[src/inc/mci_pkg.sv]
// Purpose: Shared constants of the monitor configuration and fault status block
// Assumes: 250 MHz core clock
// Notes:   Register offsets are the byte addresses seen by the serial engine
package mci_pkg;
    // Register map
    localparam logic [7:0] MCI_OFS_CONFIG = 8'h40;
    localparam logic [7:0] MCI_OFS_FAULT1 = 8'h41;
    // Reset values
    localparam logic [7:0] MCI_CONFIG_RST = 8'h08;
    localparam logic [7:0] MCI_FAULT1_RST = 8'h00;
    localparam logic [7:0] MCI_RDATA_RST  = 8'h00;
    // Configuration bit positions
    localparam int MCI_CFG_RUN     = 0;
    localparam int MCI_CFG_INT_EN  = 1;
    localparam int MCI_CFG_INT_CLR = 3;
    localparam int MCI_CFG_RST_REQ = 4;
    localparam int MCI_CFG_CHS_CLR = 6;
    localparam int MCI_CFG_INIT    = 7;
    // Fault bit positions
    localparam int MCI_FLT_TEMP    = 4;
    localparam int MCI_FLT_RSVD    = 5;
    // Pulse timing
    localparam int MCI_CLK_KHZ      = 250000;
    localparam int MCI_PULSE_MS     = 20;
    localparam int MCI_PULSE_CYCLES = MCI_PULSE_MS * MCI_CLK_KHZ;
endpackage

[src/rtl/mci_pulse_timer.sv]
// Purpose: Timed pulse generator, busy for a fixed number of clock cycles
// Assumes: start may be held high, ignored while busy
// Notes:   busy and idle come straight from flip-flops
`timescale 1ns/10ps
module mci_pulse_timer #(
    parameter int CYCLES = 5000000
) (
    // Clock and reset
    input  wire logic clk_in,
    input  wire logic reset_n_in,
    // Control
    input  wire logic start_in,
    // Status
    output logic      busy_out,
    output logic      idle_out,
    output logic      done_out
);
    logic [31:0] count_r;

    always_ff @(posedge clk_in or negedge reset_n_in) begin
        if (!reset_n_in) begin
            count_r  <= 32'h0000_0000;
            busy_out <= 1'b0;
            idle_out <= 1'b1;
            done_out <= 1'b0;
        end else begin
            done_out <= 1'b0;
            if (!busy_out && start_in) begin
                count_r  <= 32'(CYCLES - 1);
                busy_out <= 1'b1;
                idle_out <= 1'b0;
            end else if (busy_out) begin
                if (count_r == 32'h0000_0000) begin
                    busy_out <= 1'b0;
                    idle_out <= 1'b1;
                    done_out <= 1'b1;
                end else begin
                    count_r <= count_r - 32'h0000_0001;
                end
            end
        end
    end
endmodule

[src/rtl/mci_config_status.sv]
// Purpose: Configuration register, primary fault flags and interrupt output
// Assumes: Serial engine presents decoded single-cycle register reads and writes
// Notes:   Mask, second status and temperature mode logic sit outside this block
`timescale 1ns/10ps
// Behaviour
// - run bit scans, zero means standby
// - clearing run never releases interrupt pin
// - run starts scanning and limit comparison
// - interrupt enable gates output, resets zero
// - interrupt clear releases pin, keeps flags
// - interrupt clear suspends monitoring, resets one
// - reset request drives 20 ms low pulse
// - reset request clears when pulse starts
// - reset pulse only when permit bit set
// - chassis clear pulses line, then self-clears
// - chassis line held low 20 ms
// - init restores defaults except analog, values
// - init bit clears itself after acting
// - supply faults set bits zero to three
// - temperature fault sets bit four
// - fan faults set bits six, seven
// - reading flags clears them to default
// - mask bit blocks its flag from interrupt
module mci_config_status import mci_pkg::*; #(
    parameter int PULSE_CYCLES = MCI_PULSE_CYCLES
) (
    // Clock and reset
    input  wire logic       clk_in,
    input  wire logic       reset_n_in,
    // Register access from serial engine
    input  wire logic [7:0] reg_addr_in,
    input  wire logic       reg_wr_in,
    input  wire logic [7:0] reg_wdata_in,
    input  wire logic       reg_rd_in,
    output logic      [7:0] reg_rdata_out,
    // Fault events from comparators and temperature mode logic
    input  wire logic [3:0] supply_fault_in,
    input  wire logic       temp_fault_in,
    input  wire logic [1:0] fan_fault_in,
    // Masks and pending flags from neighbouring registers
    input  wire logic [7:0] fault_mask_in,
    input  wire logic       reset_permit_in,
    input  wire logic       other_irq_in,
    // Monitoring control
    output logic            scan_enable_out,
    output logic            init_pulse_out,
    // Device pins
    output logic            int_n_out,
    output logic            reset_n_out,
    input  wire logic       chassis_intrusion_line_in,
    output logic            chassis_intrusion_line_out,
    output logic            chassis_intrusion_line_oe_out
);
    ////////////////////////////////////////////////////////////////////////////
    logic [7:0] config_r;
    logic [7:0] fault_r;
    logic [7:0] fault_nxt;
    logic [7:0] fault_events;
    logic       monitor_on;
    logic       cfg_wr;
    logic       flt_rd;
    logic       init_wr;
    logic       rst_start;
    logic       chs_start;
    logic       rst_busy;
    logic       rst_idle;
    logic       chs_done;
    logic [31:0] chs_len_r;

    function automatic logic addr_hit(input logic [7:0] a, input logic [7:0] ofs);
        return a == ofs;
    endfunction

    assign cfg_wr     = reg_wr_in && addr_hit(reg_addr_in, MCI_OFS_CONFIG);
    assign flt_rd     = reg_rd_in && addr_hit(reg_addr_in, MCI_OFS_FAULT1);
    assign init_wr    = cfg_wr && reg_wdata_in[MCI_CFG_INIT];
    assign monitor_on = config_r[MCI_CFG_RUN] && !config_r[MCI_CFG_INT_CLR];
    assign rst_start  = config_r[MCI_CFG_RST_REQ] && reset_permit_in && rst_idle;
    // Done blocks a restart while the request bit is still being cleared
    assign chs_start  = config_r[MCI_CFG_CHS_CLR] && !chs_done;

    ////////////////////////////////////////////////////////////////////////////
    // Configuration register
    always_ff @(posedge clk_in or negedge reset_n_in) begin
        if (!reset_n_in) begin
            config_r <= MCI_CONFIG_RST;
        end else if (init_wr) begin
            config_r <= MCI_CONFIG_RST;
        end else if (cfg_wr) begin
            config_r                <= reg_wdata_in;
            config_r[MCI_CFG_INIT]  <= 1'b0;
        end else begin
            if (rst_start) begin
                config_r[MCI_CFG_RST_REQ] <= 1'b0;
            end
            if (chs_done) begin
                config_r[MCI_CFG_CHS_CLR] <= 1'b0;
            end
        end
    end

    ////////////////////////////////////////////////////////////////////////////
    // Primary fault flags, set wins over read clear
    always_comb begin
        fault_events                = 8'h00;
        fault_events[3:0]           = supply_fault_in;
        fault_events[MCI_FLT_TEMP]  = temp_fault_in;
        fault_events[7:6]           = fan_fault_in;
        if (!monitor_on) begin
            fault_events = 8'h00;
        end
        fault_nxt = (flt_rd ? MCI_FAULT1_RST : fault_r) | fault_events;
        fault_nxt[MCI_FLT_RSVD] = 1'b0;
    end

    always_ff @(posedge clk_in or negedge reset_n_in) begin
        if (!reset_n_in) begin
            fault_r <= MCI_FAULT1_RST;
        end else if (init_wr) begin
            fault_r <= MCI_FAULT1_RST;
        end else begin
            fault_r <= fault_nxt;
        end
    end

    ////////////////////////////////////////////////////////////////////////////
    // Read data
    always_ff @(posedge clk_in or negedge reset_n_in) begin
        if (!reset_n_in) begin
            reg_rdata_out <= MCI_RDATA_RST;
        end else if (reg_rd_in) begin
            if (addr_hit(reg_addr_in, MCI_OFS_CONFIG)) begin
                reg_rdata_out <= config_r;
            end else if (addr_hit(reg_addr_in, MCI_OFS_FAULT1)) begin
                reg_rdata_out <= fault_r;
            end else begin
                reg_rdata_out <= MCI_RDATA_RST;
            end
        end
    end

    ////////////////////////////////////////////////////////////////////////////
    // Interrupt pin, scan control and init strobe
    always_ff @(posedge clk_in or negedge reset_n_in) begin
        if (!reset_n_in) begin
            int_n_out <= 1'b1;
        end else begin
            int_n_out <= !(config_r[MCI_CFG_INT_EN] && !config_r[MCI_CFG_INT_CLR]
                        && ((|(fault_r & ~fault_mask_in)) || other_irq_in));
        end
    end

    always_ff @(posedge clk_in or negedge reset_n_in) begin
        if (!reset_n_in) begin
            scan_enable_out <= 1'b0;
            init_pulse_out  <= 1'b0;
        end else begin
            scan_enable_out <= monitor_on;
            init_pulse_out  <= init_wr;
        end
    end

    ////////////////////////////////////////////////////////////////////////////
    // Reset and chassis pulse timers
    mci_pulse_timer #(.CYCLES(PULSE_CYCLES)) u_rst_timer (
        .clk_in     (clk_in),
        .reset_n_in (reset_n_in),
        .start_in   (rst_start),
        .busy_out   (rst_busy),
        .idle_out   (rst_idle),
        .done_out   ()
    );
    assign reset_n_out = rst_idle;

    mci_pulse_timer #(.CYCLES(PULSE_CYCLES)) u_chs_timer (
        .clk_in     (clk_in),
        .reset_n_in (reset_n_in),
        .start_in   (chs_start),
        .busy_out   (chassis_intrusion_line_oe_out),
        .idle_out   (),
        .done_out   (chs_done)
    );
    assign chassis_intrusion_line_out = 1'b0;

    ////////////////////////////////////////////////////////////////////////////
    // Assertion helpers
    always_ff @(posedge clk_in or negedge reset_n_in) begin
        if (!reset_n_in) begin
            chs_len_r <= 32'h0000_0000;
        end else if (chassis_intrusion_line_oe_out) begin
            chs_len_r <= chs_len_r + 32'h0000_0001;
        end else begin
            chs_len_r <= 32'h0000_0000;
        end
    end

    a_scan_follows_run: assert property (@(posedge clk_in) disable iff (!reset_n_in)
        (config_r[MCI_CFG_RUN] && !config_r[MCI_CFG_INT_CLR]) |=> scan_enable_out)
        else $error("scan not enabled while running");
    a_standby_no_scan: assert property (@(posedge clk_in) disable iff (!reset_n_in)
        config_r[MCI_CFG_INT_CLR] |=> !scan_enable_out
        ##0 ($stable(fault_r) || $past(flt_rd) || $past(init_wr)))
        else $error("monitoring during interrupt clear");
    a_int_gated_off: assert property (@(posedge clk_in) disable iff (!reset_n_in)
        !config_r[MCI_CFG_INT_EN] |=> int_n_out)
        else $error("interrupt asserted while disabled");
    a_int_clear_pin: assert property (@(posedge clk_in) disable iff (!reset_n_in)
        (config_r[MCI_CFG_INT_CLR] && !flt_rd && !init_wr) |=> int_n_out && fault_r == $past(fault_r))
        else $error("interrupt clear failed");
    a_int_raise: assert property (@(posedge clk_in) disable iff (!reset_n_in)
        (config_r[MCI_CFG_INT_EN] && !config_r[MCI_CFG_INT_CLR]
         && |(fault_r & ~fault_mask_in)) |=> !int_n_out)
        else $error("unmasked flag did not raise interrupt");
    a_rst_self_clear: assert property (@(posedge clk_in) disable iff (!reset_n_in)
        $fell(reset_n_out) |-> !config_r[MCI_CFG_RST_REQ] || $past(cfg_wr))
        else $error("reset request not cleared");
    a_rst_permit: assert property (@(posedge clk_in) disable iff (!reset_n_in)
        $fell(reset_n_out) |-> $past(reset_permit_in) && rst_busy)
        else $error("reset pulse without permit");
    a_chs_hold_len: assert property (@(posedge clk_in) disable iff (!reset_n_in)
        $fell(chassis_intrusion_line_oe_out) |-> chs_len_r == 32'(PULSE_CYCLES))
        else $error("chassis pulse length wrong");
    a_flag_read_clear: assert property (@(posedge clk_in) disable iff (!reset_n_in)
        (flt_rd && !init_wr) |=> fault_r == $past(fault_events))
        else $error("read did not clear flags");
    a_init_restore: assert property (@(posedge clk_in) disable iff (!reset_n_in)
        init_wr |=> config_r == MCI_CONFIG_RST && fault_r == MCI_FAULT1_RST
        ##1 (!init_pulse_out || $past(init_wr)))
        else $error("init did not restore defaults");
endmodule

[config.mk]
export PLATFORM = sky130hd
export DESIGN_NAME = mci_config_status
export DESIGN_NICKNAME = d
export VERILOG_FILES = /design/src/inc/mci_pkg.sv /design/src/rtl/mci_pulse_timer.sv /design/src/rtl/mci_config_status.sv
export SDC_FILE = /design/constraint.sdc
export NUM_CORES = 1
export LEC_CHECK = 0
export ABC_CLOCK_PERIOD_IN_PS = 6400
export BUFFER_PORTS_ARGS = -buffer_cell sky130_fd_sc_hd__clkbuf_2
export CAP_MARGIN = 20
export CORE_MARGIN = 4
export CORE_UTILIZATION = 30
export CTS_CLUSTER_DIAMETER = 200
export DETAILED_ROUTE_END_ITERATION = 8
export GPL_ROUTABILITY_DRIVEN = 0
export GPL_TIMING_DRIVEN = 0
export SYNTH_ARGS = -nofsm -noshare
export SYNTH_HDL_FRONTEND = slang
export SYNTH_SLANG_ARGS = --single-unit
[constraint.sdc]
create_clock -name clk_in -period 6.4 [get_ports clk_in]
set_clock_uncertainty 0.15 [all_clocks]
set_input_delay 0.32 -clock clk_in [delete_from_list [all_inputs] [get_ports clk_in]]
set_output_delay 0.32 -clock clk_in [all_outputs]
set_load 0.02 [all_outputs]
==> results_dict.tcl, run 1 <==
set metrics [dict create \
    vdd_ir_drop_max_v 0.000145 \
    antenna_found_initial 0 \
    numPortBuffers 46 \
    place_area_um2 5230 \
    worstSetupPathType "flop to flop" \
    clock-sinks 93 \
    routedWlPerCell_um 14.5 \
    power_leakage_nw 2.16 \
    critPathBufInv 2 \
    period_share_pct 49.1 \
    worst_pin_slew_ns 0.897 \
    synth_top_area_share_pct 47.8 \
    synthTopCellsByCount "dfrtp_1, nand2_1, nor2_1" \
    syn2layout_area_growth_pct 18.1 \
    setup_violations 0 \
    outcome "completed" \
    yosys.area.top_type "dfrtp_1" \
    final_nets 581 \
    yosys_warnings 0 \
    fillers 1560 \
    whs_path_depth 3 \
    postCtsSetupRepairBufs 0 \
    busiest_layer "met2" \
    worst_r2r_path_depth 7 \
    end_kind "flop" \
    yosysSeqAreaShare_pct 49.4 \
    path_max_fanout 10 \
    synth-edff-count 0 \
    syn_nets 522 \
    synth_most_common_cell "dfrtp_1" \
    grtUsageTotal_pct 12.6 \
    crit_required_ns 6.50 \
    critical-path-top-delay-family "simple AND/OR/NAND/NOR gates" \
    grt_pass1_wl_um 18800 \
    avgSynthCellArea_um2 9.78 \
    arrival_ns 3.24 \
    cts-root-buf "clkbuf_16" \
    fin_crit_ns 3.15 \
    drive_above_1_share_pct 15.0 \
    diodes 0 \
    wl_um 11000 \
    use_met3_pct 3.13 \
    met1_usage_pct 17.7 \
    vias_per_cell 5.30 \
    use_met2_pct 19.6 \
    cp_slowest_cell "o31ai_2" \
    syn-cell-area_um2 4720 \
    die_w_um 133 \
    cts_max_level 3 \
    clk_latency_ns 0.34 \
    netlist_instances 482 \
    worstSetupStartpointType "flop" \
    path_cells "nor4_1 -> nand4b_1 -> o31ai_2 -> buf_2 -> buf_4 -> o211ai_1 -> o31ai_1" \
    clockBufferDepth 2 \
    core_area_um2 15300 \
    hold_viol 0 \
    synthTopCellsByArea "dfrtp_1, mux2i_1, nand2_1, nor2_1, o31ai_1" \
    utilization_pct 36.4 \
    ys.flop_type "dfrtp_1" \
    cts_inserted_buffers 9 \
    final_cell_area_um2 5570 \
    grt_overflow 0 \
    powerDensity_nw_per_um2 234 \
    dp.final_hpwl_um 7780 \
    grt_pass1_vias 3812 \
    clk_pin_slew_ns 0.07 \
    maxCapViolations 0 \
    setup-tns-final_ns 0 \
    die_h_um 133 \
    drt_iter0_drc 233 \
    min_path_type "input pin to flop" \
    die-area_um2 17800 \
    finalPower_mw 1.30 \
    fmax_ghz 0.318 \
    remaining_drc_errors 0 \
    slowest_delay_ns 0.69 \
    synthArstFlopShare_pct 100 \
    antenna_left 0 \
    yosysUniqueCellTypes 61 \
    grt_max_degree 57 \
    slew_viol_final 0 \
    initial_core_util_pct 30.8 \
    tritoncts "done" \
    rsz0062_at_grt "false" \
    worst-path-stages 7 \
    ys_seq_elements 93 \
    row_count 45 \
    num_io_pins 52 \
    drt-pass1-iter-count 4 \
    num_vias 4013 \
    maxSlewHeadroom_pct 39.6 \
]
cell usage in the layout, fill, tap and decap left out, drive strengths merged, types with 4 or more instances in the layout:
master,netlist,layout
a22o,4,4
xnor2,10,10
mux2i,21,21
nand4,8,8
and3,4,4
inv,24,24
a21oi,15,15
o21ai,19,19
or3,16,16
nor2,42,42
nor4,23,23
nand3,13,13
nor3,13,13
o211ai,8,8
a22oi,7,7
or4,19,19
nand2,43,43
o31ai,21,21
o311ai,4,4
dfrtp,90,90
or2,5,5
clkbuf,13,69
o22ai,9,9
buf,4,5
metrics by stage:
stage	setup WS, ns	hold slack [ns]	cells
floorplan	3.77	-0.126	482
finish	3.25	0.0655	757
CTS	3.27	0.0560	757
global placement	3.35	0.313	739
detailed placement	3.29	0.326	740
global route	2.98	0.0752	757
what timing repair did:
| action | 4_1_cts | 5_1_grt |
|---|---|---|
| hold endpoints to repair | 53 | 0 |
| hold buffers | 1 | 0 |
| resized for setup | 0 | 0 |
power by group:
group	internal, mW	switching (mW)
clock	0.352	0.226
combinational	0.0356	0.0398
sequential	0.612	0.0347
area by class of cell:
cell class / count / area [µm²] / share of cell area [%]
Buffer: 17 / 73.8 / 1.33
Sequential cell: 93 / 2330 / 41.9
Multi-Input combinational cell: 348 / 2220 / 39.9
Tap cell: 211 / 264 / 4.74
Clock buffer: 10 / 239 / 4.29
Clock inverter: 6 / 86.3 / 1.55
Timing Repair Buffer: 48 / 263 / 4.72
Inverter: 24 / 90.1 / 1.62
routing by layer:
layer / routed length (µm) / up-vias / part of all wire, %
li1: - / 1934 / -
met1: 5140 / 1984 / 47
met2: 5240 / 83 / 48
met3: 468 / 12 / 4.3
met4: 119 / 0 / 1.1
met5: 0 / - / 0
state kept, by name, summed over array words and instances (netlist names):
register	cells
config_r	7
u_chs_timer.count_r	32
fault_r	7
scan_enable_out	1
reg_rdata_out	8
u_rst_timer.busy_out	1
u_rst_timer.count_r	32
init_pulse_out	1
u_chs_timer.done_out	1
u_chs_timer.busy_out	1
int_n_out	1
u_rst_timer.idle_out	1
worst register-to-register path, stage by stage, from the launching register on:
cell and delay (ns):
dfrtp_1 0.44, nor4_1 0.55, nand4b_1 0.44, o31ai_2 0.69
buf_2 0.36, buf_4 0.21, o211ai_1 0.11, o31ai_1 0.10
cells by family after synthesis:
| kind of cell | synth area share (%) |
|---|---|
| other | 0.0795 |
| AND/OR/NAND/NOR | 24.2 |
| multiplexers | 4.70 |
| AO/OA/AOI/OAI | 15.6 |
| flip-flops | 49.4 |
| XOR/XNOR | 2.04 |
| adder cells (fa/ha/maj) | 0.531 |
| buffers and inverters | 3.48 |
worst paths after layout:
check / startpoint / end / slack [ns]
max: u_chs_timer.count_r[11]$_DFFE_PN0P_ / u_chs_timer.count_r[17]$_DFFE_PN0P_ / 3.25
min: reg_wdata_in[6] / config_r[6]$_DFFE_PN0P_ / 0.07
min in group asynchronous: reset_n_in / reg_rdata_out[3]$_DFFE_PN0P_ / 0.46
max in group asynchronous: reset_n_in / int_n_out$_DFF_PN1_ / 4.92
max reg2reg: u_chs_timer.count_r[11]$_DFFE_PN0P_ / u_chs_timer.count_r[17]$_DFFE_PN0P_ / 3.25
min reg2reg: config_r[2]$_DFFE_PN0P_ / config_r[2]$_DFFE_PN0P_ / 0.34
Note: power is estimated with default switching activity, not from simulation.
==> run 2, diff against run 1 <==
--- a/config.mk
+++ b/config.mk
@@ -5,7 +5,8 @@
 export SDC_FILE = /design/constraint.sdc
 export NUM_CORES = 1
 export LEC_CHECK = 0
-export ABC_CLOCK_PERIOD_IN_PS = 6400
+export ABC_AREA = 1
+export ABC_CLOCK_PERIOD_IN_PS = 3100
 export BUFFER_PORTS_ARGS = -buffer_cell sky130_fd_sc_hd__clkbuf_2
 export CAP_MARGIN = 20
 export CORE_MARGIN = 4
==> constraint.sdc (replaced) <==
create_clock -name clk_in -period 3.1 [get_ports clk_in]
set_clock_uncertainty 0.15 [all_clocks]
set_input_delay 0.155 -clock clk_in [delete_from_list [all_inputs] [get_ports clk_in]]
set_output_delay 0.155 -clock clk_in [all_outputs]
set_load 0.02 [all_outputs]
==> run 2 against run 1 <==
Against the previous run: cell area is 24% higher; core utilization is 0.26 points higher; setup slack worse by 2.6 ns; via count is 40% higher; global-route usage is 2.7 points higher; sequential share of layout area is 8.1 points lower; die area is 21% higher; area after synthesis is 23% higher; cell count is 57% higher; critical endpoint is now config_r[3]$_DFFE_PN1P_; largest power group unchanged; highest routed layer unchanged.
==> results_dict.tcl, run 2 <==
set metrics [dict create \
    fin_ws_ns 0.704 \
    holdPathEnd "int_n_out$_DFF_PN1_" \
    vias_per_cell 4.72 \
    cts-root-buf "clkbuf_16" \
    dp_cells 1150 \
    powerDensity_nw_per_um2 405 \
    die-area_um2 21600 \
    hp-start "fault_mask_in[7]" \
    cp_slowest_cell "dlygate4sd3_1" \
    rsz0062_at_grt "false" \
    critPathBufInv 5 \
    crit_required_ns 3.25 \
    diodes 0 \
    yosysSeqAreaShare_pct 40.3 \
    power_leakage_nw 3.41 \
    power.switching_uw 815 \
    clkPwrFrac_pct 39.9 \
    syn_nets 882 \
    grt_pass1_wl_um 27200 \
    ys_seq_elements 93 \
    cts_inserted_buffers 9 \
    maxSlewHeadroom_pct 44.3 \
    p_int_mw 1.98 \
    final_common_cell "nand2_1" \
    arrival_ns 2.55 \
    pwr-share-comb_pct 11.6 \
    yosys.area.top_type "dfrtp_1" \
    syn2layout_area_growth_pct 19.1 \
    drive_above_1_share_pct 13.5 \
    period_share_pct 77.3 \
    num_io_pins 52 \
    antenna_left 0 \
    grt_pass1_vias 5512 \
    min_path_type "input pin to flop" \
    synth_most_common_cell "nand2_1" \
    fmax_ghz 0.417 \
    syn-cell-area_um2 5790 \
    clk_pin_slew_ns 0.07 \
    maxCapViolations 0 \
    slew_viol_final 0 \
    synthTopCellsByArea "dfrtp_1, nand2_1, nor2_1, nand4_1, inv_1" \
    drt_iter0_drc 382 \
    drt-pass1-iter-count 5 \
    die_w_um 147 \
    routedWlPerCell_um 13.4 \
    worst_pin_slew_ns 0.835 \
    dp.final_hpwl_um 11700 \
    wl_um 15900 \
    worstSetupStartpointType "input pin" \
    antenna_found_initial 0 \
    critical-path-top-delay-family "buffers and inverters" \
    yosysUniqueCellTypes 37 \
    synthTopCellsByCount "nand2_1, nor2_1, dfrtp_1" \
    remaining_drc_errors 0 \
    reg2reg_from "u_rst_timer.count_r[0]$_DFFE_PN0P_" \
    worstSetupPathType "input pin to flop" \
    hold_viol 0 \
    numPortBuffers 47 \
    grt_overflow 0 \
    final_cell_area_um2 6900 \
    clk_latency_ns 0.36 \
    initial_core_util_pct 30.7 \
    pre_cts_ws_ns 0.892 \
    slowest_delay_ns 0.56 \
    grtUsageTotal_pct 15.3 \
    setup_violations 0 \
    clock-sinks 93 \
    ys.flop_type "dfrtp_1" \
    grt_max_degree 58 \
    avgSynthCellArea_um2 6.87 \
    clockBufferDepth 2 \
    synth-edff-count 0 \
    core_area_um2 18800 \
    top_regs "u_chs_timer.count_r x32, u_rst_timer.count_r x32, reg_rdata_out x8" \
    path_cells "clkbuf_2 -> inv_1 -> nor2_1 -> nand2_1 -> nor3_2 -> nand2_1 -> inv_1 -> o21ai_0 -> dlygate4sd3_1 -> o21ai_0 -> dlygate4sd3_1" \
    place_area_um2 6370 \
    whs_path_depth 5 \
    final_nets 964 \
    yosys_warnings 0 \
    die_h_um 147 \
    finalNonFillerCells 1189 \
    worst_r2r_endpoint "u_rst_timer.count_r[14]$_DFFE_PN0P_" \
    r2r_slack_ns 0.86 \
    fin_crit_ns 2.40 \
    path_max_fanout 9 \
    outcome "completed" \
    vdd_ir_drop_max_v 0.000257 \
    setup-tns-final_ns 0 \
    netlist_instances 842 \
    synth_top_area_share_pct 38.9 \
    tritoncts "done" \
    synthArstFlopShare_pct 100 \
    cts_max_level 3 \
    postCtsSetupRepairBufs 0 \
    end_kind "flop" \
    num_vias 5608 \
    layout_common_cells "nand2_1, nor2_1, dfrtp_1, inv_1, nand3_1" \
    row_count 50 \
    worst_r2r_path_depth 11 \
    p_seq_share_pct 48.5 \
    switching_share_pct 29.2 \
]
## run 2: repair_timing
item,4_1_cts,5_1_grt
hold buffers,23,0
gates resized for setup,0,0
endpoints found under the hold margin,70,0
## run 2: routing by layer
| metal | track usage [%] | vias up | part of all wire [%] |
|---|---|---|---|
| met4 | 5.17 | 0 | 2.4 |
| met3 | 3.76 | 34 | 4.5 |
| met5 | 0 | - | 0 |
| li1 | - | 2849 | - |
| met1 | 20.3 | 2590 | 47 |
| met2 | 24.5 | 135 | 46 |
## run 2: how the worst max path moves through the flow
stage | startpoint | end | slack, ns | cells past startpoint
global placement | reset_n_in | u_chs_timer.count_r[25]$_DFFE_PN0P_ | 0.45 | 1
global route | reg_addr_in[1] | config_r[3]$_DFFE_PN1P_ | 0.50 | 10
finish | reg_addr_in[6] | config_r[3]$_DFFE_PN1P_ | 0.70 | 11
detailed placement | u_rst_timer.count_r[0]$_DFFE_PN0P_ | u_rst_timer.count_r[15]$_DFFE_PN0P_ | 0.89 | 11
floorplan | u_rst_timer.count_r[0]$_DFFE_PN0P_ | u_rst_timer.count_r[14]$_DFFE_PN0P_ | 1.20 | 11
CTS | reg_addr_in[6] | config_r[3]$_DFFE_PN1P_ | 0.75 | 11
## run 2: cells by family (layout without fill, tap and decap cells)
| kind of cell | Yosys count | after routing | synth area share (%) |
|---|---|---|---|
| AO/OA/AOI/OAI | 58 | 58 | 6.61 |
| XOR/XNOR | 8 | 8 | 1.21 |
| adder cells (fa/ha/maj) | 2 | 2 | 0.432 |
| buffers and inverters | 101 | 188 | 7.80 |
| flip-flops | 93 | 93 | 40.3 |
| other | 1 | 1 | 0.0648 |
| AND/OR/NAND/NOR | 579 | 579 | 43.6 |
## run 2: layout make-up
class / instances / area (µm²)
buffer: 21 / 151
clock buffer: 9 / 225
clock inverter: 7 / 68.8
fill: 1971 / 11900
inverter: 80 / 300
multi-input combinational: 648 / 3010
sequential: 93 / 2330
tap: 260 / 325
timing repair buffer: 71 / 488
## run 2: per-stage QoR
| step | hold slack [ns] | util (%) | power [mW] |
|---|---|---|---|
| floorplan | -0.291 | - | 1.57 |
| finish | 0.0228 | 36.6 | 2.80 |
| global route | 0.0375 | 36.6 | 2.94 |
| CTS | 0.00762 | 36.6 | 2.83 |
| global placement | 0.250 | 33.7 | 1.67 |
| detailed placement | 0.189 | 33.8 | 1.68 |
## run 2: worst reg2reg max path: stages (launching register included)
cell,delay [ns]
dfrtp_1,0.41
inv_1,0.13
ha_1,0.27
nand2_2,0.16
nor2_8,0.18
nand2_2,0.08
o21ai_2,0.22
nand2_2,0.10
buf_6,0.16
buf_12,0.15
o21ai_2,0.05
nand2_1,0.05
## run 2: power by group through the flow
stage                     Clock (mW)  Sequential (mW)  Combinational [mW]
after floorplan                    0             1.36               0.212
after global placement             0             1.38               0.294
after detailed placement           0             1.38               0.305
after CTS                       1.15             1.36               0.327
after global routing            1.19             1.37               0.382
final                           1.11             1.36               0.324
